File: src/rtl/spicx_consts.svh
`ifndef SPICX_CONSTS_SVH
`define SPICX_CONSTS_SVH

// Register addresses on the internal register port.
`define SPICX_ADDR_TXDATA   8'h29
`define SPICX_ADDR_RXDATA   8'h2A
`define SPICX_ADDR_CTRL     8'h2B

// Field positions inside the control and status register.
`define SPICX_BIT_LSB_FIRST 7
`define SPICX_BIT_OVERRUN   6
`define SPICX_BIT_COMPLETE  5
`define SPICX_BIT_TX_EMPTY  4
`define SPICX_BIT_RX_FULL   3
`define SPICX_BIT_PHASE     2
`define SPICX_BIT_POLARITY  1
`define SPICX_BIT_ENABLE    0

// Reset values and edge counter constants.
`define SPICX_BYTE_ZERO     8'h00
`define SPICX_DIV_ZERO      3'h0
`define SPICX_EDGE_ZERO     4'h0
`define SPICX_EDGE_ONE      4'h1
`define SPICX_EDGE_LAST     4'hF

// Serial clock timing.
`define SPICX_CLK_PERIOD_NS  25
`define SPICX_SCLK_PERIOD_NS 200
`define SPICX_HALF_CYC ((`SPICX_SCLK_PERIOD_NS / 2) / `SPICX_CLK_PERIOD_NS)
`define SPICX_DIV_LAST 3'(`SPICX_HALF_CYC - 1)

`endif

File: src/rtl/spicx_pkg.sv
package spicx_pkg;

  typedef logic [7:0] spicx_addr_t;
  typedef logic [7:0] spicx_byte_t;

  typedef enum logic [1:0] {
    SPICX_IDLE,
    SPICX_RUN,
    SPICX_DONE
  } spicx_state_t;

endpackage : spicx_pkg

File: src/rtl/spicx_top.sv
// How it works
// - Bit-order bit picks MSB or LSB first.
// - Overrun on unread receive byte; read clears.
// - Complete set after byte; control read clears.
// - Complete reads zero while shifting or disabled.
// - Transmit-empty reads one at reset, when disabled.
// - Buffer write clears empty; load sets it.
// - Transmit-empty and complete drive separate interrupt outputs.
// - Empty interrupt only after first byte loaded.
// - Receive-full set when received byte lands.
// - Reading receive data clears receive-full.
// - Phase zero samples leading, changes trailing.
// - Phase one changes leading, samples trailing.
// - Polarity zero: clock idles low.
// - Polarity one: clock idles high.
// - Enable low stops transfers and empties the buffer; receive data, receive-full and overrun stay readable.
// - Write-only transmit data register at 29h.
// - Read-only receive data register at 2Ah.
//
// The plain strobed port and the address map are this design's own decisions.
`timescale 1ns/1ps
`include "spicx_consts.svh"

module spicx_top (
  input  wire logic                   clk_i,
  input  wire logic                   rst_b_i,
  input  wire logic                   ce_i,
  input  wire spicx_pkg::spicx_addr_t addr_i,
  input  wire spicx_pkg::spicx_byte_t wdata_i,
  input  wire logic                   wr_i,
  input  wire logic                   rd_i,
  output spicx_pkg::spicx_byte_t      rdata_o,
  output logic                        sclk_o,
  output logic                        mosi_o,
  input  wire logic                   miso_i,
  output logic                        sel_b_o,
  output logic                        tx_empty_irq_o,
  output logic                        complete_irq_o
);
  import spicx_pkg::*;

  spicx_state_t state_q;
  spicx_byte_t  tx_buf_q;
  spicx_byte_t  rx_data_q;
  spicx_byte_t  rx_shift;
  spicx_byte_t  status;
  logic         lsb_first_q;
  logic         phase_q;
  logic         polarity_q;
  logic         enable_q;
  logic         tx_full_q;
  logic         rx_full_q;
  logic         overrun_q;
  logic         complete_q;
  logic         armed_q;
  logic         miso_s1_q;
  logic         miso_s2_q;
  logic [2:0]   div_q;
  logic [3:0]   edge_q;
  logic         wr_tx;
  logic         wr_ctrl;
  logic         rd_rx;
  logic         rd_ctrl;
  logic         load;
  logic         tick;
  logic         leading;
  logic         advance;
  logic         sample;
  logic         finish;
  logic         tx_empty;

  // Register port decode.
  assign wr_tx   = wr_i && (addr_i == `SPICX_ADDR_TXDATA) && enable_q;
  assign wr_ctrl = wr_i && (addr_i == `SPICX_ADDR_CTRL);
  assign rd_rx   = rd_i && (addr_i == `SPICX_ADDR_RXDATA);
  assign rd_ctrl = rd_i && (addr_i == `SPICX_ADDR_CTRL);

  // A byte moves from the buffer into the shifter only between bytes.
  assign load = enable_q && (state_q == SPICX_IDLE) && tx_full_q;

  // One tick per half serial clock period while a byte is shifting.
  assign tick    = (state_q == SPICX_RUN) && (div_q == `SPICX_DIV_LAST);
  assign leading = !edge_q[0];
  assign finish  = tick && (edge_q == `SPICX_EDGE_LAST);

  // The first bit is presented at load, so the first change edge of
  // phase one and the last change edge of phase zero are skipped.
  always_comb begin
    advance = 1'b0;
    sample  = 1'b0;
    if (tick) begin
      if (phase_q) begin
        advance = leading && (edge_q != `SPICX_EDGE_ZERO);
        sample  = !leading;
      end else begin
        advance = !leading && (edge_q != `SPICX_EDGE_LAST);
        sample  = leading;
      end
    end
  end

  assign tx_empty = !enable_q || !tx_full_q;

  always_comb begin
    status = `SPICX_BYTE_ZERO;
    status[`SPICX_BIT_LSB_FIRST] = lsb_first_q;
    status[`SPICX_BIT_OVERRUN]   = overrun_q;
    status[`SPICX_BIT_COMPLETE]  = complete_q;
    status[`SPICX_BIT_TX_EMPTY]  = tx_empty;
    status[`SPICX_BIT_RX_FULL]   = rx_full_q;
    status[`SPICX_BIT_PHASE]     = phase_q;
    status[`SPICX_BIT_POLARITY]  = polarity_q;
    status[`SPICX_BIT_ENABLE]    = enable_q;
  end

  // Configuration bits are taken on any control write; software is
  // trusted not to change them mid-transfer.
  always_ff @(posedge clk_i) begin
    if (!rst_b_i) begin
      lsb_first_q <= 1'b0;
      phase_q     <= 1'b0;
      polarity_q  <= 1'b0;
      enable_q    <= 1'b0;
    end else if (ce_i && wr_ctrl) begin
      lsb_first_q <= wdata_i[`SPICX_BIT_LSB_FIRST];
      phase_q     <= wdata_i[`SPICX_BIT_PHASE];
      polarity_q  <= wdata_i[`SPICX_BIT_POLARITY];
      enable_q    <= wdata_i[`SPICX_BIT_ENABLE];
    end
  end

  // Read data stands for exactly the cycle after the read strobe.
  always_ff @(posedge clk_i) begin
    if (!rst_b_i) begin
      rdata_o <= `SPICX_BYTE_ZERO;
    end else if (ce_i) begin
      if (rd_ctrl) begin
        rdata_o <= status;
      end else if (rd_rx) begin
        rdata_o <= rx_data_q;
      end else begin
        rdata_o <= `SPICX_BYTE_ZERO;
      end
    end
  end

  // Transmit buffer; a write in the load cycle keeps the buffer full.
  always_ff @(posedge clk_i) begin
    if (!rst_b_i) begin
      tx_buf_q  <= `SPICX_BYTE_ZERO;
      tx_full_q <= 1'b0;
    end else if (ce_i) begin
      if (wr_tx) begin
        tx_buf_q <= wdata_i;
      end
      if (!enable_q) begin
        tx_full_q <= 1'b0;
      end else if (wr_tx) begin
        tx_full_q <= 1'b1;
      end else if (load) begin
        tx_full_q <= 1'b0;
      end
    end
  end

  // Sequencer.
  always_ff @(posedge clk_i) begin
    if (!rst_b_i) begin
      state_q <= SPICX_IDLE;
    end else if (ce_i) begin
      case (state_q)
        SPICX_IDLE: begin
          if (load) begin
            state_q <= SPICX_RUN;
          end
        end
        SPICX_RUN: begin
          if (!enable_q) begin
            state_q <= SPICX_IDLE;
          end else if (finish) begin
            state_q <= SPICX_DONE;
          end
        end
        SPICX_DONE: begin
          state_q <= SPICX_IDLE;
        end
        default: begin
          state_q <= SPICX_IDLE;
        end
      endcase
    end
  end

  always_ff @(posedge clk_i) begin
    if (!rst_b_i) begin
      div_q  <= `SPICX_DIV_ZERO;
      edge_q <= `SPICX_EDGE_ZERO;
    end else if (ce_i) begin
      if (state_q != SPICX_RUN) begin
        div_q  <= `SPICX_DIV_ZERO;
        edge_q <= `SPICX_EDGE_ZERO;
      end else if (tick) begin
        div_q  <= `SPICX_DIV_ZERO;
        edge_q <= edge_q + `SPICX_EDGE_ONE;
      end else begin
        div_q <= div_q + 3'h1;
      end
    end
  end

  // Serial clock rests at the polarity level between bytes.
  always_ff @(posedge clk_i) begin
    if (!rst_b_i) begin
      sclk_o <= 1'b0;
    end else if (ce_i) begin
      if (state_q != SPICX_RUN || !enable_q) begin
        sclk_o <= polarity_q;
      end else if (tick) begin
        sclk_o <= !sclk_o;
      end
    end
  end

  always_ff @(posedge clk_i) begin
    if (!rst_b_i) begin
      sel_b_o <= 1'b1;
    end else if (ce_i) begin
      sel_b_o <= !(load || (state_q == SPICX_RUN && enable_q));
    end
  end

  // Two flops before anything reads the peer's data pin.
  always_ff @(posedge clk_i) begin
    if (!rst_b_i) begin
      miso_s1_q <= 1'b0;
      miso_s2_q <= 1'b0;
    end else if (ce_i) begin
      miso_s1_q <= miso_i;
      miso_s2_q <= miso_s1_q;
    end
  end

  spicx_shifter u_shifter (
    .clk_i       (clk_i),
    .rst_b_i     (rst_b_i),
    .ce_i        (ce_i),
    .load_i      (load),
    .data_i      (tx_buf_q),
    .lsb_first_i (lsb_first_q),
    .advance_i   (advance),
    .sample_i    (sample),
    .serial_i    (miso_s2_q),
    .serial_o    (mosi_o),
    .rx_o        (rx_shift)
  );

  // Receive side: the finished byte lands one cycle after the last edge,
  // so a sample taken on that edge is already in the shifter.
  always_ff @(posedge clk_i) begin
    if (!rst_b_i) begin
      rx_data_q <= `SPICX_BYTE_ZERO;
      rx_full_q <= 1'b0;
    end else if (ce_i) begin
      if (state_q == SPICX_DONE) begin
        rx_data_q <= rx_shift;
        rx_full_q <= 1'b1;
      end else if (rd_rx) begin
        rx_full_q <= 1'b0;
      end
    end
  end

  // A byte landing in the cycle that reads the old one is no overrun.
  always_ff @(posedge clk_i) begin
    if (!rst_b_i) begin
      overrun_q <= 1'b0;
    end else if (ce_i) begin
      if (state_q == SPICX_DONE && rx_full_q && !rd_rx) begin
        overrun_q <= 1'b1;
      end else if (rd_ctrl && overrun_q) begin
        overrun_q <= 1'b0;
      end
    end
  end

  always_ff @(posedge clk_i) begin
    if (!rst_b_i) begin
      complete_q <= 1'b0;
    end else if (ce_i) begin
      if (state_q == SPICX_DONE) begin
        complete_q <= 1'b1;
      end else if (load || !enable_q) begin
        complete_q <= 1'b0;
      end else if (rd_ctrl && complete_q) begin
        complete_q <= 1'b0;
      end
    end
  end

  // The empty interrupt stays quiet until a byte has entered the
  // shifter, although the status bit reads one from enable onward.
  always_ff @(posedge clk_i) begin
    if (!rst_b_i) begin
      armed_q <= 1'b0;
    end else if (ce_i) begin
      if (!enable_q) begin
        armed_q <= 1'b0;
      end else if (load) begin
        armed_q <= 1'b1;
      end
    end
  end

  always_ff @(posedge clk_i) begin
    if (!rst_b_i) begin
      tx_empty_irq_o <= 1'b0;
      complete_irq_o <= 1'b0;
    end else if (ce_i) begin
      tx_empty_irq_o <= enable_q && armed_q && !tx_full_q && !wr_tx;
      complete_irq_o <= (state_q == SPICX_DONE) ||
                        (complete_q && !load && enable_q && !(rd_ctrl && complete_q));
    end
  end

endmodule : spicx_top

File: src/rtl/spicx_shifter.sv
`timescale 1ns/1ps
`include "spicx_consts.svh"

module spicx_shifter (
  input  wire logic                  clk_i,
  input  wire logic                  rst_b_i,
  input  wire logic                  ce_i,
  input  wire logic                  load_i,
  input  wire spicx_pkg::spicx_byte_t data_i,
  input  wire logic                  lsb_first_i,
  input  wire logic                  advance_i,
  input  wire logic                  sample_i,
  input  wire logic                  serial_i,
  output logic                       serial_o,
  output spicx_pkg::spicx_byte_t     rx_o
);
  import spicx_pkg::*;

  spicx_byte_t tx_q;

  // The outgoing bit is held in its own flop so the pin never glitches.
  always_ff @(posedge clk_i) begin
    if (!rst_b_i) begin
      tx_q     <= `SPICX_BYTE_ZERO;
      serial_o <= 1'b0;
    end else if (ce_i) begin
      if (load_i) begin
        tx_q     <= data_i;
        serial_o <= lsb_first_i ? data_i[0] : data_i[7];
      end else if (advance_i) begin
        if (lsb_first_i) begin
          tx_q     <= {1'b0, tx_q[7:1]};
          serial_o <= tx_q[1];
        end else begin
          tx_q     <= {tx_q[6:0], 1'b0};
          serial_o <= tx_q[6];
        end
      end
    end
  end

  always_ff @(posedge clk_i) begin
    if (!rst_b_i) begin
      rx_o <= `SPICX_BYTE_ZERO;
    end else if (ce_i && sample_i) begin
      if (lsb_first_i) begin
        rx_o <= {serial_i, rx_o[7:1]};
      end else begin
        rx_o <= {rx_o[6:0], serial_i};
      end
    end
  end

endmodule : spicx_shifter

File: config.mk
export PLATFORM = sky130hd
export DESIGN_NAME = spicx_top
export DESIGN_NICKNAME = d
export VERILOG_FILES = /design/src/rtl/spicx_pkg.sv /design/src/rtl/spicx_top.sv /design/src/rtl/spicx_shifter.sv
export VERILOG_INCLUDE_DIRS = /design/src /design/src/rtl
export SDC_FILE = /design/constraint.sdc
export NUM_CORES = 1
export LEC_CHECK = 0
export BUFFER_PORTS_ARGS = -buffer_cell sky130_fd_sc_hd__clkbuf_2
export CAP_MARGIN = 20
export CORE_MARGIN = 10
export CORE_UTILIZATION = 50
export CTS_CLUSTER_SIZE = 10
export DETAILED_ROUTE_END_ITERATION = 6
export GPL_TIMING_DRIVEN = 0
export MAX_ROUTING_LAYER = met4
export PLACE_DENSITY = 0.67
export SKIP_CTS_REPAIR_TIMING = 1
export SLEW_MARGIN = 25
export SYNTH_ARGS = -nofsm -noshare
export SYNTH_HDL_FRONTEND = slang
export SYNTH_SLANG_ARGS = --single-unit
File: constraint.sdc
create_clock -name clk_i -period 4.3 [get_ports clk_i]
set_input_delay 1.29 -clock clk_i [delete_from_list [all_inputs] [get_ports clk_i]]
set_output_delay 1.29 -clock clk_i [all_outputs]
set_load 0.05 [all_outputs]
**Word-level counts from Yosys, hierarchy flattened**

Cells that the tools add are included.

- Flip-flop bits (word level): 65
- Output and inout port bits: 13

- $add $sub $neg: 2
- Eq/ne operators: 13
- Muxes and demuxes: 36
- Reduce and logical (&&, ||, !) cells: 57

Operators with widths:

| operator | count |
|---|---|
| $mux W8 | 6 |
| $eq A8 B6 Y1 const B | 3 |
| $logic_and A1 B1 Y1 | 24 |
| $mux W1 | 22 |
| $reduce_and A2 Y1 | 10 |
| $reduce_bool A2 Y1 | 5 |
| $logic_not A1 Y1 | 9 |
| $mux W4 | 2 |
| $mux W2 | 3 |
| $mux W3 | 2 |
| $logic_or A1 B1 Y1 | 5 |
| $add A4 B1 Y4 const B | 1 |
| $eq A4 B4 Y1 const B | 1 |
| $ne A2 B1 Y1 const B | 2 |
| $ne A4 B4 Y1 const B | 1 |
| $pmux W2 S2 | 1 |
| $reduce_bool A4 Y1 | 1 |
| $add A3 B1 Y3 const B | 1 |
| $eq A3 B2 Y1 const B | 1 |
| $ne A3 B1 Y1 const B | 1 |
| $ne A3 B3 Y1 const B | 1 |
| $reduce_and A3 Y1 | 1 |
| $reduce_bool A3 Y1 | 1 |
| $eq A2 B1 Y1 const B | 1 |
| other kinds (3) | 3 |

**Longest topological paths before layout**

- Depth in word-level cells: 8
- Depth in mapped cells: 6
- Mapped depth without buffers: 6

**By module**

Synthesis repeated with hierarchy kept, for this count alone.

- Cells, all modules: 345
- Area total of the unflattened synthesis: 3,078.0 um2

By module, submodules not included:

| module | times used | cells each | area each (um2) | sequential area each (um2) |
|---|---|---|---|---|
| spicx_top | 1 | 255 | 2,184.6 | 960.9 |
| spicx_shifter | 1 | 90 | 893.4 | 340.3 |

**Worst setup path before layout**

OpenSTA, ideal clock, no wires.

- Kind: input to register
- Start: input port addr_i[4]
- End: register tx_buf_q[0]
- Arrival: 2,305 ps
- Data required time: 4,172 ps
- Slack: 1,868 ps
- Stages: 4
- Path buffers: 0
- Cells stage by stage: and4bb_1 > nand4_1 > mux2i_1 > nor2_1

- Word-level cells in the longest chain between the ends: 4

RTL lines:

| item | RTL line | RTL |
|---|---|---|
| start: declaration | spicx_top.sv:28 | `input wire spicx_pkg::spicx_addr_t addr_i,` |
| $eq A8 B6 Y1 (no source line) | n/a |  |
| $logic_and A1 B1 Y1 (2 in series) | spicx_top.sv:73 | `` assign wr_tx = wr_i && (addr_i == `SPICX_ADDR_TXDATA) && enable_q; `` |
| $reduce_and A2 Y1 (no source line) | n/a |  |
| end signal: assignment | spicx_top.sv:150 | `` tx_buf_q <= `SPICX_BYTE_ZERO; `` |
| end signal: assignment | spicx_top.sv:154 | `tx_buf_q <= wdata_i;` |
| end: declaration | spicx_top.sv:43 | `spicx_byte_t tx_buf_q;` |

No other way between the ends.
A chain may end at the register's enable or synchronous reset.

**Worst setup path in the final report**

- Start: input port ce_i
- End: register overrun_q

- Word-level cells in the longest chain between the ends: 1

RTL lines:

| item | RTL line | RTL |
|---|---|---|
| start: declaration | spicx_top.sv:27 | `input wire logic ce_i,` |
| $reduce_and A2 Y1 (no source line) | n/a |  |
| end signal: assignment | spicx_top.sv:276 | `overrun_q <= 1'b0;` |
| end signal: assignment | spicx_top.sv:279 | `overrun_q <= 1'b1;` |
| end signal: assignment | spicx_top.sv:281 | `overrun_q <= 1'b0;` |
| end: declaration | spicx_top.sv:53 | `logic overrun_q;` |

No other way between the ends.

==> flow_summary.ini <==
[clock_network]
cts_buffers = 9
clock_sinks = 65
clock_latency_ns = 0.34
htree_levels = 3
clock-root-buffer = clkbuf_8
clkTransAtPathRegs_ns = 0.07
tritoncts = built
cts.path.max_buffers = 2

[synth]
avgSynthCellArea_um2 = 9.002
yosysMostFrequentCell = dfxtp_1
async_flop_share = 0
synth_edf_count = 0
syn-cell-area_um2 = 2917
synth_common_cells = dfxtp_1 (65), nand2_1 (45), nor2_1 (45)
synthFlopType = dfxtp_1
synth_top_area_share = 0.4462
yosys_register_bits = 65
synth_fp_nets = 349
yosys.area.top_type = dfxtp_1
syn_inst = 324
ys_types = 50
ys_warn_count = 0
yosys-top-cells-area = dfxtp_1 (45%), mux2i_1 (11%), nand2_1 (5.8%)
seq_area_frac_synth = 0.4462

[cells_and_area]
nets = 393
n_antenna_cell = 0
nFillCells = 519
syn_to_final_growth_pct = 16.65
fin_cells = 445
layout-drive-gt1-share = 0.1769

[route]
drc = 0
dr_wl_met2_um = 3492
routed_wirelength_um = 7135
drt-met1-wl_um = 3165
wl_met3_um = 364
top_layer_used = met4
wl_per_cell_um = 16.03
viasPerCell = 5.546
drtIter0Drc = 240
via_count = 2468
postRouteAntennaNets = 0
dr.pass1.iters = 4

[timing]
worst_slack_ns = 1.757
relSlewSlack = 0.5075
skew_ns = 0.008238
hold_viol_final = 0
worst_pin_slew_ns = 0.7360
layout_min_cycle_time_ns = 2.543
finalSetupViolations = 0
period_share = 0.5915
fmax_mhz = 393.2
finalMaxSlewViolations = 0
fin_tns_setup_ns = 0
rsz0062_at_grt = no

[hold_path]
min_path_type = flop to flop

[run_status]
status = completed

[placement]
pre_cts_ws_ns = 1.438
port-buffer-count = 33
dp_cells = 429
place_hpwl_um = 5278
gp_congestion = 0.8899

[power]
power_mw = 1.238
power_density_nw_per_um2 = 363.9
p_leak_nw = 1.468
peakVddDrop_mv = 0.2677

[critical_path]
crit_path_end = overrun_q
reg2reg_from = edge_q[0]
critPathRequiredTime_ns = 4.56
cp-end-kind = flop
crit_arrival_ns = 2.80
r2r_end = u_shifter.tx_q[7]
critPathMaxFanout = 10
cp-start-kind = input port
path_class = input port to flop
rr_worst_depth = 5
cp-startpoint = ce_i
regToRegSetupSlack_ns = 2.41

[global_routing]
grt_max_degree = 12
grt_pass1_wl_um = 11800
antenna_found_initial = 0
first_global_vias = 2386
grt.overflow.total = 0
track_usage = 0.1686

[floorplanning]
start_util = 0.5232
dieArea_um2 = 9288
core_um2 = 5574
ios = 35
die_x_um = 96.38
fp.dieH_um = 96.38
rows = 27

[job]
cap_viol_max_count = 0
critical path, stage by stage:
cell	delay, ns
clkbuf_2	0.13
buf_2	0.24
nand2_1	0.09
nor2_1	0.57
o311ai_0	0.28
a21oi_1	0.19
worst min-delay path by stage:
stage	startpoint	to	slack, ns	cells past startpoint
after floorplan	rx_data_q[0]	rx_data_q[0]	0.44	2
after global placement	rx_data_q[7]	rx_data_q[7]	0.44	2
after detailed placement	rx_data_q[1]	rx_data_q[1]	0.45	2
after CTS	rx_data_q[1]	rx_data_q[1]	0.46	2
after global routing	rx_data_q[2]	rx_data_q[2]	0.48	2
final	rx_data_q[2]	rx_data_q[2]	0.46	2
layout by cell type (no fill, tap or decap), drive strengths merged, types with 2 or more instances in the layout:
master	netlist	final
a21oi	21	21
ha	3	3
clkinvlp	0	2
a222oi	8	8
nor3b	2	2
clkbuf	14	59
o21ai	6	6
nand2	45	45
nand3	3	3
mux2i	33	33
inv	7	7
buf	5	5
xor2	4	4
dfxtp	65	65
nand3b	3	3
nor2	45	45
nor3	2	2
and3	4	4
o211ai	10	10
bufinv	0	2
nand2b	7	7
and4bb	2	2
mux2	9	9
a211oi	2	2
nand4	3	3
layout make-up:
class / count / area, µm² / area share
Buffer: 19 / 78.83 / 0.02317
Timing Repair Buffer: 33 / 165.2 / 0.04855
Sequential cell: 65 / 1301 / 0.3825
Clock inverter: 4 / 75.07 / 0.02207
Inverter: 8 / 30.03 / 0.008827
Tap cell: 72 / 90.09 / 0.02648
Clock buffer: 12 / 155.1 / 0.04561
Multi-Input combinational cell: 232 / 1506 / 0.4428
metal layers:
metal | track usage | vias up
met2 | 0.2719 | 52
met1 | 0.2015 | 1158
li1 | - | 1247
met5 | - | -
met3 | 0.03547 | 11
met4 | 0.06780 | 0
kinds of logic (layout without fill, tap and decap cells):
group,Yosys count,in the layout,share of synthesized area
muxes,42,42,0.1480
DFF,65,65,0.4462
buffers and inverters,27,76,0.03732
and+or+nand+nor,125,125,0.2033
adders and majority gates,3,3,0.01287
xor gates and xnor gates,4,4,0.01201
AOI/OAI and AO/OA,58,58,0.1403
per-stage QoR:
stage / cell area (µm²) / hold slack (ns) / utilization
final: 3402 / 0.4586 / 0.6103
after global routing: 3402 / 0.4844 / 0.6103
after CTS: 3402 / 0.4592 / 0.6103
after detailed placement: 3172 / 0.4495 / 0.5690
after global placement: 3172 / 0.4447 / 0.5690
after floorplan: 2917 / 0.4357 / -
state kept, by name (all words and copies together), names as in the netlist, 2 cells and up:
register	flops
u_shifter.tx_q	8
tx_buf_q	8
edge_q	4
u_shifter.rx_o	8
state_q	2
rdata_o	8
div_q	3
rx_data_q	8
report_power, final:
part	total (mW)	internal, mW	switching [mW]
sequential	0.604	0.603	0.000887
clock	0.592	0.358	0.234
combinational	0.0422	0.0138	0.0284
Power figures use the tool's default switching activity.
